[src/hw/pmrc_defines.svh]
// Constants for the power-mode and reset control block
`ifndef PMRC_DEFINES_SVH
`define PMRC_DEFINES_SVH
`define PMRC_ADDR_POWER_MODE_CONTROL 8'h87
`define PMRC_PMC_RESET 8'h00
`define PMRC_BIT_IDLE 0
`define PMRC_BIT_STOP 1
`define PMRC_FLAGS_LSB 2
`define PMRC_PORT_LATCH_RESET 8'hff
`define PMRC_SP_RESET 8'h07
`define PMRC_PC_RESET 16'h0000
`define PMRC_WDT_DIV 12
`define PMRC_CLK_NS 10
`define PMRC_POR_DELAY_US 300
`define PMRC_POR_DELAY_CYC ((`PMRC_POR_DELAY_US * 1000) / `PMRC_CLK_NS)
`endif

[src/hw/pmrc_pkg.sv]
// Types for the power-mode and reset control block
package pmrc_pkg;
	typedef enum logic [1:0] {PMRC_ST_POR, PMRC_ST_RESET, PMRC_ST_RUN} pmrc_seq_e;
	typedef enum logic [1:0] {PMRC_PM_ACTIVE, PMRC_PM_IDLE, PMRC_PM_STOP} pmrc_mode_e;
endpackage

[src/hw/pmrc_power_mode_reset_control.sv]
// Power-mode control and reset sequencing for the core
`timescale 1ns/1ps
`default_nettype none
`include "pmrc_defines.svh"

// Notes on behaviour
// - Six free software flags in upper bits
// - Stop bit enters stop, reads zero
// - Idle halts core, clocks run, after instruction
// - Enabled interrupt or reset ends idle
// - Stop halts oscillator; only reset ends it
// - Reset halts core, resets registers, ports, interrupts
// - Data memory untouched by any reset
// - Stack pointer reloads on every reset
// - Port latches all ones, pull-ups kept
// - Reset pin driven low for monitor/power-on
// - Leaving reset clears PC, selects internal oscillator
// - Watchdog enabled, clocked at sysclk over twelve
// - Fetch starts at address zero always
// - Held in reset until supply above threshold
// - Wait power-on delay before release
// - Power-on exit sets power-on flag
// - Other resets clear power-on flag
// - Supply monitor enabled after power-on reset
// - Stop entered after setting instruction completes
module pmrc_power_mode_reset_control #(
	parameter int unsigned POR_DELAY_CYC = `PMRC_POR_DELAY_CYC
) (
	input wire logic clk,
	input wire logic rst,
	input wire logic supply_ok,
	input wire logic other_reset,
	input wire logic monitor_reset,
	input wire logic sfr_wr,
	input wire logic sfr_rd,
	input wire logic [7:0] sfr_addr,
	input wire logic [7:0] sfr_wdata,
	input wire logic instr_done,
	input wire logic irq_pending,
	output logic [7:0] sfr_rdata,
	output logic core_halt,
	output logic core_reset,
	output logic osc_run,
	output logic periph_run,
	output logic irq_timer_enable,
	output logic reset_pin_out,
	output logic reset_pin_oe,
	output logic [7:0] port_latch,
	output logic port_open_drain,
	output logic weak_pullup_en,
	output logic [7:0] stack_pointer,
	output logic [15:0] fetch_addr,
	output logic sysclk_internal,
	output logic wdt_enable,
	output logic [3:0] wdt_div_count,
	output logic wdt_tick,
	output logic power_on_reset_flag,
	output logic supply_monitor_en,
	output pmrc_pkg::pmrc_mode_e power_mode
);
	import pmrc_pkg::*;

	pmrc_seq_e seq; // Reset sequencer state
	logic [5:0] general_purpose_flags; // Software-only flags, no effect
	logic idle_req; // Idle bit written, waiting for instruction end
	logic stop_req; // Stop bit written, waiting for instruction end
	logic [31:0] por_count; // Power-on release delay counter
	logic pmc_hit; // Access targets the power mode control register
	logic in_reset; // Sequencer holds core in reset

	assign pmc_hit = (sfr_addr == `PMRC_ADDR_POWER_MODE_CONTROL);
	assign in_reset = (seq != PMRC_ST_RUN);

	// Reset sequencer; supply loss restarts the full power-on path
	always_ff @(posedge clk)
	begin
		if (rst)
		begin
			seq <= PMRC_ST_POR;
			por_count <= 32'h0;
		end
		else if (!supply_ok)
		begin
			seq <= PMRC_ST_POR;
			por_count <= 32'h0;
		end
		else if (seq == PMRC_ST_POR)
		begin
			// Delay counted only while supply is above threshold
			if (por_count >= POR_DELAY_CYC - 1)
				seq <= PMRC_ST_RUN;
			else
				por_count <= por_count + 32'h1;
		end
		else if (monitor_reset || other_reset)
			seq <= PMRC_ST_RESET;
		else
			seq <= PMRC_ST_RUN;
	end

	// Power-on flag and supply monitor state
	always_ff @(posedge clk)
	begin
		if (rst)
		begin
			power_on_reset_flag <= 1'b0;
			supply_monitor_en <= 1'b0;
		end
		else if (seq == PMRC_ST_POR)
		begin
			power_on_reset_flag <= 1'b1;
			supply_monitor_en <= 1'b1;
		end
		else if (monitor_reset || other_reset)
			power_on_reset_flag <= 1'b0;
	end

	// Software register; idle/stop are write-only strobes
	always_ff @(posedge clk)
	begin
		if (rst || in_reset)
		begin
			general_purpose_flags <= 6'(`PMRC_PMC_RESET >> `PMRC_FLAGS_LSB);
			idle_req <= 1'b0;
			stop_req <= 1'b0;
		end
		else
		begin
			if (sfr_wr && pmc_hit)
			begin
				general_purpose_flags <= sfr_wdata[7:`PMRC_FLAGS_LSB];
				idle_req <= sfr_wdata[`PMRC_BIT_IDLE];
				stop_req <= sfr_wdata[`PMRC_BIT_STOP];
			end
			else if (instr_done)
			begin
				idle_req <= 1'b0;
				stop_req <= 1'b0;
			end
		end
	end

	// Power mode; entry waits for the setting instruction to complete
	always_ff @(posedge clk)
	begin
		if (rst || in_reset)
			power_mode <= PMRC_PM_ACTIVE;
		else
		begin
			unique case (power_mode)
				PMRC_PM_ACTIVE:
				begin
					if (instr_done && stop_req)
						power_mode <= PMRC_PM_STOP;
					else if (instr_done && idle_req)
						power_mode <= PMRC_PM_IDLE;
				end
				PMRC_PM_IDLE:
				begin
					if (irq_pending)
						power_mode <= PMRC_PM_ACTIVE;
				end
				PMRC_PM_STOP:
					power_mode <= PMRC_PM_STOP;
				default:
					power_mode <= PMRC_PM_ACTIVE;
			endcase
		end
	end

	// Read data; mode bits always read as zero
	always_ff @(posedge clk)
	begin
		if (rst)
			sfr_rdata <= 8'h00;
		else if (sfr_rd && pmc_hit)
			sfr_rdata <= {general_purpose_flags, 2'b00};
		else
			sfr_rdata <= 8'h00;
	end

	// Core, clock and pin controls derived from sequence and mode
	always_ff @(posedge clk)
	begin
		if (rst)
		begin
			core_reset <= 1'b1;
			core_halt <= 1'b1;
			osc_run <= 1'b1;
			periph_run <= 1'b0;
			irq_timer_enable <= 1'b0;
			reset_pin_out <= 1'b0;
			reset_pin_oe <= 1'b1;
			port_latch <= `PMRC_PORT_LATCH_RESET;
			port_open_drain <= 1'b1;
			weak_pullup_en <= 1'b1;
			stack_pointer <= `PMRC_SP_RESET;
			fetch_addr <= `PMRC_PC_RESET;
			sysclk_internal <= 1'b1;
		end
		else
		begin
			core_reset <= in_reset;
			core_halt <= in_reset || (power_mode != PMRC_PM_ACTIVE);
			osc_run <= (power_mode != PMRC_PM_STOP);
			periph_run <= !in_reset && (power_mode != PMRC_PM_STOP);
			irq_timer_enable <= !in_reset;
			reset_pin_out <= 1'b0;
			// Pin driven only for power-on and monitor resets
			reset_pin_oe <= (seq == PMRC_ST_POR) || monitor_reset;
			weak_pullup_en <= 1'b1;
			if (in_reset)
			begin
				port_latch <= `PMRC_PORT_LATCH_RESET;
				port_open_drain <= 1'b1;
				stack_pointer <= `PMRC_SP_RESET;
				fetch_addr <= `PMRC_PC_RESET;
				sysclk_internal <= 1'b1;
			end
		end
	end

	// Watchdog prescaler; data memory is outside and never cleared here
	always_ff @(posedge clk)
	begin
		if (rst || in_reset)
		begin
			wdt_enable <= 1'b1;
			wdt_div_count <= 4'h0;
			wdt_tick <= 1'b0;
		end
		else if (wdt_div_count == 4'(`PMRC_WDT_DIV - 1))
		begin
			wdt_div_count <= 4'h0;
			wdt_tick <= 1'b1;
		end
		else
		begin
			wdt_div_count <= wdt_div_count + 4'h1;
			wdt_tick <= 1'b0;
		end
	end

	a_stop_sticks: assert property (@(posedge clk) disable iff (rst || in_reset)
		power_mode == PMRC_PM_STOP |=> power_mode == PMRC_PM_STOP)
		else $error("stop left without reset");
	a_idle_wake: assert property (@(posedge clk) disable iff (rst || in_reset)
		power_mode == PMRC_PM_IDLE && irq_pending |=> power_mode == PMRC_PM_ACTIVE)
		else $error("idle not ended by interrupt");
	a_mode_bits_zero: assert property (@(posedge clk) disable iff (rst)
		$past(sfr_rd) |-> sfr_rdata[1:0] == 2'b00)
		else $error("mode bits read nonzero");
	a_flags_read: assert property (@(posedge clk) disable iff (rst || in_reset)
		sfr_wr && pmc_hit ##1 sfr_rd && pmc_hit && !sfr_wr |=> sfr_rdata[7:2] == $past(sfr_wdata[7:2], 2))
		else $error("flags not read back");
	a_por_flag_clear: assert property (@(posedge clk) disable iff (rst)
		seq == PMRC_ST_RUN && supply_ok && other_reset |=> !power_on_reset_flag)
		else $error("power-on flag not cleared");
	a_por_flag_set: assert property (@(posedge clk) disable iff (rst)
		seq == PMRC_ST_POR |=> power_on_reset_flag && supply_monitor_en)
		else $error("power-on flag not set");
	a_pin_low_por: assert property (@(posedge clk) disable iff (rst)
		seq == PMRC_ST_POR |=> reset_pin_oe && !reset_pin_out)
		else $error("reset pin not driven");
	a_reset_state: assert property (@(posedge clk) disable iff (rst)
		in_reset |=> fetch_addr == 16'h0000 && port_latch == 8'hff && core_halt)
		else $error("reset state not applied");
	a_wdt_tick: assert property (@(posedge clk) disable iff (rst || in_reset)
		wdt_tick |-> ##12 wdt_tick)
		else $error("watchdog divider wrong");
	a_stop_entry: assert property (@(posedge clk) disable iff (rst || in_reset)
		power_mode == PMRC_PM_ACTIVE && stop_req && instr_done |=> power_mode == PMRC_PM_STOP)
		else $error("stop not entered");
	c_idle: cover property (@(posedge clk) power_mode == PMRC_PM_IDLE ##1 power_mode == PMRC_PM_ACTIVE);
	c_stop: cover property (@(posedge clk) power_mode == PMRC_PM_STOP);
	c_por_release: cover property (@(posedge clk) seq == PMRC_ST_POR ##1 seq == PMRC_ST_RUN);
endmodule // pmrc_power_mode_reset_control
`default_nettype wire

[config.mk]
export PLATFORM = sky130hd
export DESIGN_NAME = pmrc_power_mode_reset_control
export DESIGN_NICKNAME = d
export VERILOG_FILES = /design/src/hw/pmrc_pkg.sv /design/src/hw/pmrc_power_mode_reset_control.sv
export VERILOG_INCLUDE_DIRS = /design/src /design/src/hw
export SDC_FILE = /design/constraint.sdc
export NUM_CORES = 1
export LEC_CHECK = 0
export BUFFER_PORTS_ARGS = -buffer_cell sky130_fd_sc_hd__buf_2
export CORE_MARGIN = 2
export CORE_UTILIZATION = 45
export DETAILED_ROUTE_END_ITERATION = 10
export PLACE_DENSITY = 0.83
export SLEW_MARGIN = 10
export SYNTH_ARGS = -nofsm -noshare
export SYNTH_HDL_FRONTEND = slang
export SYNTH_SLANG_ARGS = --single-unit
[constraint.sdc]
create_clock -name clk -period 1.9 [get_ports clk]
set_input_delay 0 -clock clk [delete_from_list [all_inputs] [get_ports clk]]
set_output_delay 0 -clock clk [all_outputs]
set_load 0.02 [all_outputs]
==> results of run 1 <==
==> synth_stat cells, types with 2 or more instances <==
cell type / instances / area [um2]
a21oi_1: 18 / 90.09
and2_1: 26 / 162.7
and3_1: 3 / 18.77
and4_1: 3 / 26.28
buf_4: 39 / 292.8
clkbuf_1: 8 / 30.03
conb_1: 2 / 7.510
dfxtp_1: 63 / 1261
ha_1: 2 / 25.02
inv_1: 5 / 18.77
mux2i_1: 9 / 90.09
nand2_1: 8 / 30.03
nand3_1: 7 / 35.03
nand4_1: 4 / 25.02
nor2_1: 21 / 78.83
nor2b_1: 4 / 25.02
nor3_1: 4 / 20.02
nor3b_1: 2 / 15.01
nor4_1: 4 / 25.02
o31ai_1: 13 / 97.59
or3_1: 3 / 18.77
or4_1: 12 / 90.09
==> worst paths after layout <==
kind,depth (start not counted),slack [ns],endpoint
min reg2reg,1,0.46,por_count[25]$_SDFFE_PP0P_
max,6,-0.06,por_count[10]$_SDFFE_PP0P_
max reg2reg,6,-0.06,por_count[10]$_SDFFE_PP0P_
min,3,0.009,power_mode[1]$_SDFFE_PP0P_
==> stage by stage <==
step / setup TNS, ns / hold WS, ns / setup WS [ns] / utilization (%) / area [um2]
6_report: -0.1588 / 0.008504 / -0.05513 / 57.81 / 3203
5_1_grt: -0.8495 / 0.01342 / -0.09789 / 57.81 / 3203
4_1_cts: -0.007188 / 0.0006954 / -0.005789 / 57.43 / 3182
3_5_place_dp: -0.5569 / 0.2384 / -0.06816 / 51.02 / 2826
3_3_place_gp: -0.002571 / 0.2327 / -0.002571 / 51.02 / 2826
2_1_floorplan: 0 / 0.07238 / 0.03631 / - / 2744
==> sequential cells by signal, indices dropped and copies added, names as in the netlist, 2 cells and up <==
signal                 flops
general_purpose_flags      6
sfr_rdata                  6
power_mode                 2
seq                        2
por_count                 32
wdt_div_count              4
==> per-layer routing <==
| layer | vias to the layer above | global-route usage, % | part of all wire (%) |
|---|---|---|---|
| li1 | 1031 | - | - |
| met1 | 994 | 21.00 | 41 |
| met2 | 86 | 30.58 | 51 |
| met3 | 18 | 3.483 | 5.6 |
| met4 | 0 | 12.20 | 2.8 |
| met5 | - | 0 | 0 |
==> power groups by stage <==
stage / registers, uW / logic (uW) / clock network [uW]
after floorplan: 1360 / 146 / 0
after global routing: 1330 / 160 / 1150
after global placement: 1360 / 125 / 0
after CTS: 1330 / 144 / 1100
after detailed placement: 1360 / 126 / 0
final: 1330 / 148 / 1080
==> worst max-delay path, cell delays in order, from the launching register on <==
cell and delay, ns:
dfxtp_2 0.35, o311ai_2 0.26, a21oi_1 0.07, o311a_1 0.34
buf_6 0.15, or4_4 0.52, a21oi_2 0.17
==> timing repair <==
action / 4_1_cts / 5_1_grt
pin swaps: 3 / 4
hold buffers: 12 / 0
buffers inserted: 4 / 0
gates resized for setup: 7 / 6
hold endpoints to repair: 12 / 0
endpoints found under the setup margin: 12 / 14
==> cell families (layout without fill, tap and decap cells) <==
group           after synthesis  after routing  share of synthesized area [%]
other cells                   2             39                         0.2886
fa+ha+maj                     2              2                         0.9614
mux                           9              9                          3.462
simple gates                104            104                          22.93
compound gates               39             39                          9.664
buf+inv                      55             94                          13.89
xor+xnor                      1              1                         0.3366
flops                        63             63                          48.46
==> final cells by class <==
class | count | area share (%)
repair buffers | 74 | 15.39
flip-flops and latches | 63 | 39.45
well taps | 72 | 2.813
multi-input cells | 194 | 36.17
inverters | 5 | 0.5859
clock buffers | 11 | 4.102
clock inverters | 4 | 1.484
==> placed cells by master, fill, tap and decap left out, types with 8 or more instances in the layout <==
master	synthesis	layout
a21oi_1	18	14
and2_1	26	26
buf_2	1	45
buf_4	39	14
clkbuf_8	0	9
conb_1	2	39
dfxtp_1	63	61
dlygate4sd3_1	0	12
mux2i_1	9	9
nand2_1	8	8
nor2_1	21	21
o31ai_1	13	13
or4_1	12	11
==> results.sh, run 1 <==
export IMPL_ys_warn_count=0
export IMPL_r2r_start="por_count[7]$_SDFFE_PP0P_"
export IMPL_fillers=480
export IMPL_vias=2129
export IMPL_numCtsBuffers=9
export IMPL_synth_cells=275
export IMPL_synthFlopType="dfxtp_1"
export IMPL_synth_area_um2=2602
export IMPL_rows=27
export IMPL_rsz0062_at_grt="yes"
export IMPL_p_int_uw=1963
export IMPL_clkLatencyLatePin_ns=0.34
export IMPL_ant_nets=0
export IMPL_syn_area_per_cell_um2=9.464
export IMPL_pwr_share_seq_pct=51.9
export IMPL_multi_input_comb_area_um2=1159
export IMPL_drv_cap=0
export IMPL_endpoint_kind="flop"
export IMPL_p_clk_share_pct=42.4
export IMPL_fin_worst_skew_ns=0.006902
export IMPL_switching_share_pct=23.29
export IMPL_drt_first_pass_iters=4
export IMPL_dp_cells=392
export IMPL_drive_above_1_share_pct=24.79
export IMPL_worst_pin_slew_ns=0.5986
export IMPL_vdd_drop_max_mv=0.5488
export IMPL_fin_ws_ns=-0.05513
export IMPL_core_area_um2=5540
export IMPL_required_ns=2.16
export IMPL_syn_to_final_growth_pct=23.08
export IMPL_die_height_um=80.05
export IMPL_fin_cells=423
export IMPL_p_total_uw=2559
export IMPL_drtIter0Drc=152
export IMPL_seq_area_um2=1264
export IMPL_clock_sinks=63
export IMPL_grt_pass1_wl_um=9066
export IMPL_route_detailed_wl_per_inst_um=13.14
export IMPL_ys_seq_elements=63
export IMPL_nets=374
export IMPL_die_w_um=80.05
export IMPL_power_switching_uw=596.0
export IMPL_p_leak_uw=0.001419
export IMPL_initial_utilization_pct=46.97
export IMPL_dpl_hpwl_um=3572
export IMPL_timing_final_crit_share_pct=102.9
export IMPL_violations="setup timing"
export IMPL_crit_start="por_count[7]$_SDFFE_PP0P_"
export IMPL_synth_distinct_cells=37
export IMPL_clockBufferDepth=2
export IMPL_min_from="instr_done"
export IMPL_ys_async_sr_fraction_pct=0
export IMPL_outcome="complete, but fails checks"
export IMPL_die_area_um2=6408
export IMPL_pin_count=85
export IMPL_grt_remaining_overflow=0
export IMPL_final_max_slew_viol_count=0
export IMPL_viasPerCell=5.033
export IMPL_timing_hold_violations_final=0
export IMPL_hp_class="input pin to flop"
export IMPL_htreeDepth=3
export IMPL_grt_usage_pct=18.24
export IMPL_powerDensity_nw_per_um2=798.8
export IMPL_synth_edf_count=0
export IMPL_maxClockFrequency_ghz=0.5115
export IMPL_finalWirelength_um=5560
export IMPL_clk_pin_slew_ns=0.07
export IMPL_cts_tree="done"
export IMPL_io_buffer_count=45
export IMPL_start_kind="flop"
export IMPL_antenna_found_initial=0
export IMPL_period_needed_ns=1.955
export IMPL_grt_pass1_vias=2058
export IMPL_cp_max_fo=9
export IMPL_root_buffer="clkbuf_8"
export IMPL_diodes=0
export IMPL_critPathArrivalTime_ns=2.21
export IMPL_drc=0
export IMPL_combPwrFrac_pct=5.8
export IMPL_slew_headroom_pct=60.00
export IMPL_gp_congestion=0.8267
export IMPL_worstSetupPathType="flop to flop"
export IMPL_grt_max_degree=31
export IMPL_yosysSeqAreaShare_pct=48.46
export IMPL_setup_viol=8
Note: power is estimated with default switching activity, not from simulation.
==> run 2: changes to the inputs <==
--- a/config.mk
+++ b/config.mk
@@ -7,10 +7,10 @@
 export NUM_CORES = 1
 export LEC_CHECK = 0
 export BUFFER_PORTS_ARGS = -buffer_cell sky130_fd_sc_hd__buf_2
-export CORE_MARGIN = 2
 export CORE_UTILIZATION = 45
 export DETAILED_ROUTE_END_ITERATION = 10
 export PLACE_DENSITY = 0.83
+export SETUP_SLACK_MARGIN = 0.1
 export SLEW_MARGIN = 10
 export SYNTH_ARGS = -nofsm -noshare
 export SYNTH_HDL_FRONTEND = slang
==> results.sh, run 2 (same netlist as run 1, synthesis figures left out) <==
export IMPL_grt_pass1_wl_um=9315
export IMPL_required_ns=2.17
export IMPL_cts_tree="done"
export IMPL_drtIter0Drc=182
export IMPL_top_regs="por_count (32), general_purpose_flags (6), sfr_rdata (6)"
export IMPL_initial_utilization_pct=46.97
export IMPL_cp_max_fo=4
export IMPL_grt_usage_pct=19.96
export IMPL_multi_input_comb_area_um2=1237
export IMPL_die_height_um=78.05
export IMPL_fin_area_um2=3398
export IMPL_hold_ws_ns=0.2166
export IMPL_rsz0062_at_grt="yes"
export IMPL_drc=0
export IMPL_largest_register_ffs=32
export IMPL_p_leak_uw=0.001475
export IMPL_endpoint_kind="flop"
export IMPL_top_register="por_count"
export IMPL_pin_count=85
export IMPL_fillers=435
export IMPL_final_cell_mix="dfxtp_1, buf_2, conb_1"
export IMPL_setup_viol=9
export IMPL_final_common_cell="dfxtp_1"
export IMPL_syn_to_final_growth_pct=30.58
export IMPL_violations="setup timing"
export IMPL_grt_busiest_layer="met2"
export IMPL_seq_area_um2=1266
export IMPL_place_area_um2=2839
export IMPL_die_w_um=78.05
export IMPL_final_max_slew_viol_count=0
export IMPL_maxClockFrequency_ghz=0.5080
export IMPL_grt_max_degree=31
export IMPL_die_area_um2=6092
export IMPL_viasPerCell=5.026
export IMPL_grt_remaining_overflow=0
export IMPL_drv_cap=0
export IMPL_clockBufferDepth=2
export IMPL_hp_class="input pin to flop"
export IMPL_clock_sinks=63
export IMPL_route_detailed_wl_per_inst_um=14.30
export IMPL_core_area_um2=5540
export IMPL_clkLatencyLatePin_ns=0.35
export IMPL_drt_first_pass_iters=4
export IMPL_root_buffer="clkbuf_8"
export IMPL_gp_congestion=0.8233
export IMPL_numCtsBuffers=9
export IMPL_fin_worst_skew_ns=0.01002
export IMPL_grt_use_met3_pct=4.884
export IMPL_grt_pass1_vias=2009
export IMPL_dp_slack_ns=0.001038
export IMPL_slew_headroom_pct=59.56
export IMPL_drive_above_1_share_pct=29.46
export IMPL_htreeDepth=3
export IMPL_ant_nets=0
export IMPL_vdd_drop_max_mv=0.6998
export IMPL_outcome="complete, but fails checks"
export IMPL_p_total_uw=2778
export IMPL_fin_ws_ns=-0.06841
export IMPL_grt_use_met2_pct=32.54
export IMPL_powerDensity_nw_per_um2=817.6
export IMPL_rows=27
export IMPL_clk_pin_slew_ns=0.07
export IMPL_dpl_hpwl_um=3347
export IMPL_critPathArrivalTime_ns=2.24
export IMPL_vias=2136
export IMPL_worst_pin_slew_ns=0.6052
export IMPL_antenna_found_initial=0
export IMPL_period_needed_ns=1.968
export IMPL_cts_setup_buffers=0
export IMPL_finalWirelength_um=6079
export IMPL_io_buffer_count=45
export IMPL_start_kind="flop"
export IMPL_nets=375
export IMPL_grt_use_met1_pct=23.89
export IMPL_timing_final_crit_share_pct=103.6
export IMPL_timing_hold_violations_final=0
export IMPL_worstSetupPathType="flop to flop"
export IMPL_diodes=0
==> run 2: changes by cell type in the layout (fill, tap and decap cells not counted), sizes merged <==
cell	previous run	this run
bufbuf	0	1
dlygate4sd3	12	14
buf	62	60
bufinv	1	2
==> run 2: per-stage QoR <==
step	utilization (%)	TNS [ns]	cells
after global placement	51.24	0	393
after floorplan	-	0	312
after global routing	61.34	-1.046	425
after detailed placement	51.24	0	393
after CTS	59.60	-0.03214	425
final	61.34	-0.4355	425
==> run 2: final timing paths <==
path | from | endpoint | slack [ns] | cells after the start
worst max-delay path | por_count[6]$_SDFFE_PP0P_ | por_count[12]$_SDFFE_PP0P_ | -0.07 | 6
worst min register to register | general_purpose_flags[2]$_SDFFE_PP0P_ | sfr_rdata[4]$_SDFF_PP0_ | 0.47 | 1
worst max register to register | por_count[6]$_SDFFE_PP0P_ | por_count[12]$_SDFFE_PP0P_ | -0.07 | 6
worst min-delay path | sfr_rd | sfr_rdata[4]$_SDFF_PP0_ | 0.22 | 3
==> run 2: routing by layer <==
layer,part of all wire (%),vias to the layer above
li1,-,1030
met1,44,1014
met2,49,79
met3,4.7,13
met4,2.4,0
met5,0,-
==> run 2: cell type report <==
type / count / share of cell area, %
clock inverters: 5 / 2.393
flip-flops and latches: 63 / 37.26
clock buffers: 11 / 4.161
well taps: 72 / 2.651
repair buffers: 75 / 16.57
multi-input cells: 194 / 36.41
inverters: 5 / 0.5523
==> run 2: worst max-delay path, cell delays in order (launching register included) <==
cell      delay (ns)
dfxtp_2         0.35
o311ai_4        0.27
a21oi_2         0.07
o311a_4         0.42
buf_6           0.14
or4_4           0.51
a21oi_2         0.13
==> run 2: power by group <==
group          total [uW]  leakage (uW)  switching [uW]  internal (uW)
registers            1330      0.000510            2.42           1320
clock network        1300      0.000110             525            774
logic                 153      0.000855             105           47.6
==> run 2: repair_timing <==
| item | 4_1_cts | 5_1_grt |
|---|---|---|
| endpoints found under the setup margin | 13 | 15 |
| hold endpoints to repair | 17 | 0 |
| gates resized for setup | 12 | 23 |
| hold buffers | 14 | 0 |
| pin swaps | 3 | 13 |
| gates cloned | 2 | 0 |
==> run 3: changes to the inputs <==
--- a/config.mk
+++ b/config.mk
@@ -9,7 +9,7 @@
 export BUFFER_PORTS_ARGS = -buffer_cell sky130_fd_sc_hd__buf_2
 export CORE_UTILIZATION = 45
 export DETAILED_ROUTE_END_ITERATION = 10
-export PLACE_DENSITY = 0.83
+export PLACE_DENSITY = 0.77
 export SETUP_SLACK_MARGIN = 0.1
 export SLEW_MARGIN = 10
 export SYNTH_ARGS = -nofsm -noshare
==> results.sh, run 3 (same netlist as run 1, synthesis figures left out) <==
export IMPL_numCtsBuffers=9
export IMPL_tns_ns=-0.1032
export IMPL_core_area_um2=5540
export IMPL_gp_congestion=0.7969
export IMPL_critPathArrivalTime_ns=2.19
export IMPL_dpl_hpwl_um=3272
export IMPL_dp_cells=392
export IMPL_maxClockFrequency_ghz=0.5167
export IMPL_antenna_found_initial=0
export IMPL_initial_utilization_pct=46.97
export IMPL_drtIter0Drc=102
export IMPL_route_detailed_wl_per_inst_um=12.35
export IMPL_drc=0
export IMPL_die_area_um2=6092
export IMPL_cp_max_fo=13
export IMPL_outcome="complete, but fails checks"
export IMPL_vias=2032
export IMPL_clockBufferDepth=2
export IMPL_viasPerCell=4.792
export IMPL_ant_nets=0
export IMPL_timing_final_crit_share_pct=101.9
export IMPL_clock_sinks=63
export IMPL_finalWirelength_um=5235
export IMPL_crit_family="compound AO/OA/AOI/OAI gates"
export IMPL_final_common_cell="dfxtp_1"
export IMPL_p_clk_share_pct=43.0
export IMPL_grt_max_degree=31
export IMPL_rows=27
export IMPL_crit_top_cell="a21oi_1"
export IMPL_root_buffer="clkbuf_8"
export IMPL_drv_cap=0
export IMPL_rsz0062_at_grt="yes"
export IMPL_final_util_pct=59.46
export IMPL_drt_first_pass_iters=4
export IMPL_worstSetupPathType="flop to flop"
export IMPL_nets=374
export IMPL_endpoint_kind="flop"
export IMPL_cts_tree="done"
export IMPL_crit_chain="o311ai_4, a21oi_1, o311a_1, buf_6, or4_1, a21oi_1"
export IMPL_required_ns=2.15
export IMPL_clkLatencyLatePin_ns=0.33
export IMPL_clk_pin_slew_ns=0.07
export IMPL_grt_pass1_vias=1929
export IMPL_fin_worst_skew_ns=0.006385
export IMPL_die_w_um=78.05
export IMPL_final_cell_mix="dfxtp_1, buf_2, conb_1"
export IMPL_vdd_drop_max_mv=0.5842
export IMPL_pin_count=85
export IMPL_io_buffer_count=45
export IMPL_hp_class="input pin to flop"
export IMPL_pwr_share_seq_pct=51.4
export IMPL_switching_share_pct=23.75
export IMPL_powerDensity_nw_per_um2=783.6
export IMPL_fin_cells=424
export IMPL_worst_path_buf_inv=1
export IMPL_slew_headroom_pct=61.78
export IMPL_final_max_slew_viol_count=0
export IMPL_setup_viol=9
export IMPL_grt_remaining_overflow=0
export IMPL_violations="setup timing"
export IMPL_timing_hold_violations_final=0
export IMPL_htreeDepth=3
export IMPL_cpMaxStageDelayCell="or4_1"
export IMPL_fin_ws_ns=-0.03523
export IMPL_power_switching_uw=613.0
export IMPL_combPwrFrac_pct=5.7
export IMPL_period_needed_ns=1.935
export IMPL_die_height_um=78.05
export IMPL_worst_pin_slew_ns=0.5719
export IMPL_drive_above_1_share_pct=28.13
export IMPL_diodes=0
export IMPL_grt_usage_pct=17.69
export IMPL_p_int_uw=1969
export IMPL_p_leak_uw=0.001442
export IMPL_start_kind="flop"
export IMPL_grt_pass1_wl_um=8307
export IMPL_critPathMaxStageDelay_ns=0.51
export IMPL_top_register="por_count"
export IMPL_top_regs="por_count (32), general_purpose_flags (6), sfr_rdata (6)"
export IMPL_syn_to_final_growth_pct=26.59
export IMPL_largest_register_ffs=32
-- run 3: cell types whose count changed in the layout (fill, tap and decap cells not counted), sizes merged --
cell,before,now
clkbuf,11,10
bufinv,2,1
buf,60,62
bufbuf,1,0
dlygate4sd3,14,12
clkinv,2,4
-- run 3: worst min-delay path: cells and delay by family --
| kind | cells | cell delay, ns |
|---|---|---|
| AND/OR/NAND/NOR | 1 | 0.06 |
| buffers and inverters | 1 | 0.12 |
| AO/OA/AOI/OAI | 1 | 0.14 |
-- run 3: per-layer routing --
layer  routed length, um  global-route usage (%)  up-vias
met1                2341                   19.56      933
met3                 319                   7.791        4
met4                  55                   7.963        0
met5                   0                       0        -
met2                2518                   29.21       66
li1                    -                       -     1029
-- run 3: layout make-up --
type / instances / area, um2
timing repair buffer: 74 / 504.2
fill: 469 / 2246
tap: 72 / 90.09
clock inverter: 6 / 61.31
multi-input combinational: 194 / 1221
clock buffer: 10 / 127.6
inverter: 5 / 18.77
sequential: 63 / 1271
-- run 3: per-stage QoR --
stage,worst slack [ns],hold WS [ns],instance area (um2),total power (uW)
after floorplan,0.1094,0.07238,2751,1506
final,-0.03523,0.03258,3294,2582
after global placement,0.05727,0.2331,2819,1482
after CTS,-0.007471,0.006905,3153,2604
after detailed placement,-0.03812,0.2433,2819,1482
after global routing,-0.08906,0.04121,3294,2675
-- run 3: power by group through the flow --
stage	combinational, uW	sequential (uW)	clock [uW]
after global placement	125	1360	0
after detailed placement	125	1360	0
after global routing	160	1330	1190
final	147	1330	1110
after floorplan	146	1360	0
after CTS	144	1330	1130
-- run 3: path summary, 6_finish.rpt --
path | start | to | slack (ns) | cells past startpoint
hold / removal | instr_done | power_mode[1]$_SDFFE_PP0P_ | 0.03 | 3
setup / recovery | por_count[7]$_SDFFE_PP0P_ | por_count[10]$_SDFFE_PP0P_ | -0.04 | 6
hold reg to reg | por_count[14]$_SDFFE_PP0P_ | por_count[14]$_SDFFE_PP0P_ | 0.45 | 1
setup reg to reg | por_count[7]$_SDFFE_PP0P_ | por_count[10]$_SDFFE_PP0P_ | -0.04 | 6
-- run 3: repair_timing --
item,CTS,global route
pin swaps,3,7
buffers inserted,0,4
endpoints found under the hold margin,13,0
resized for setup,7,27
endpoints found under the setup margin,12,13
hold buffers,12,0
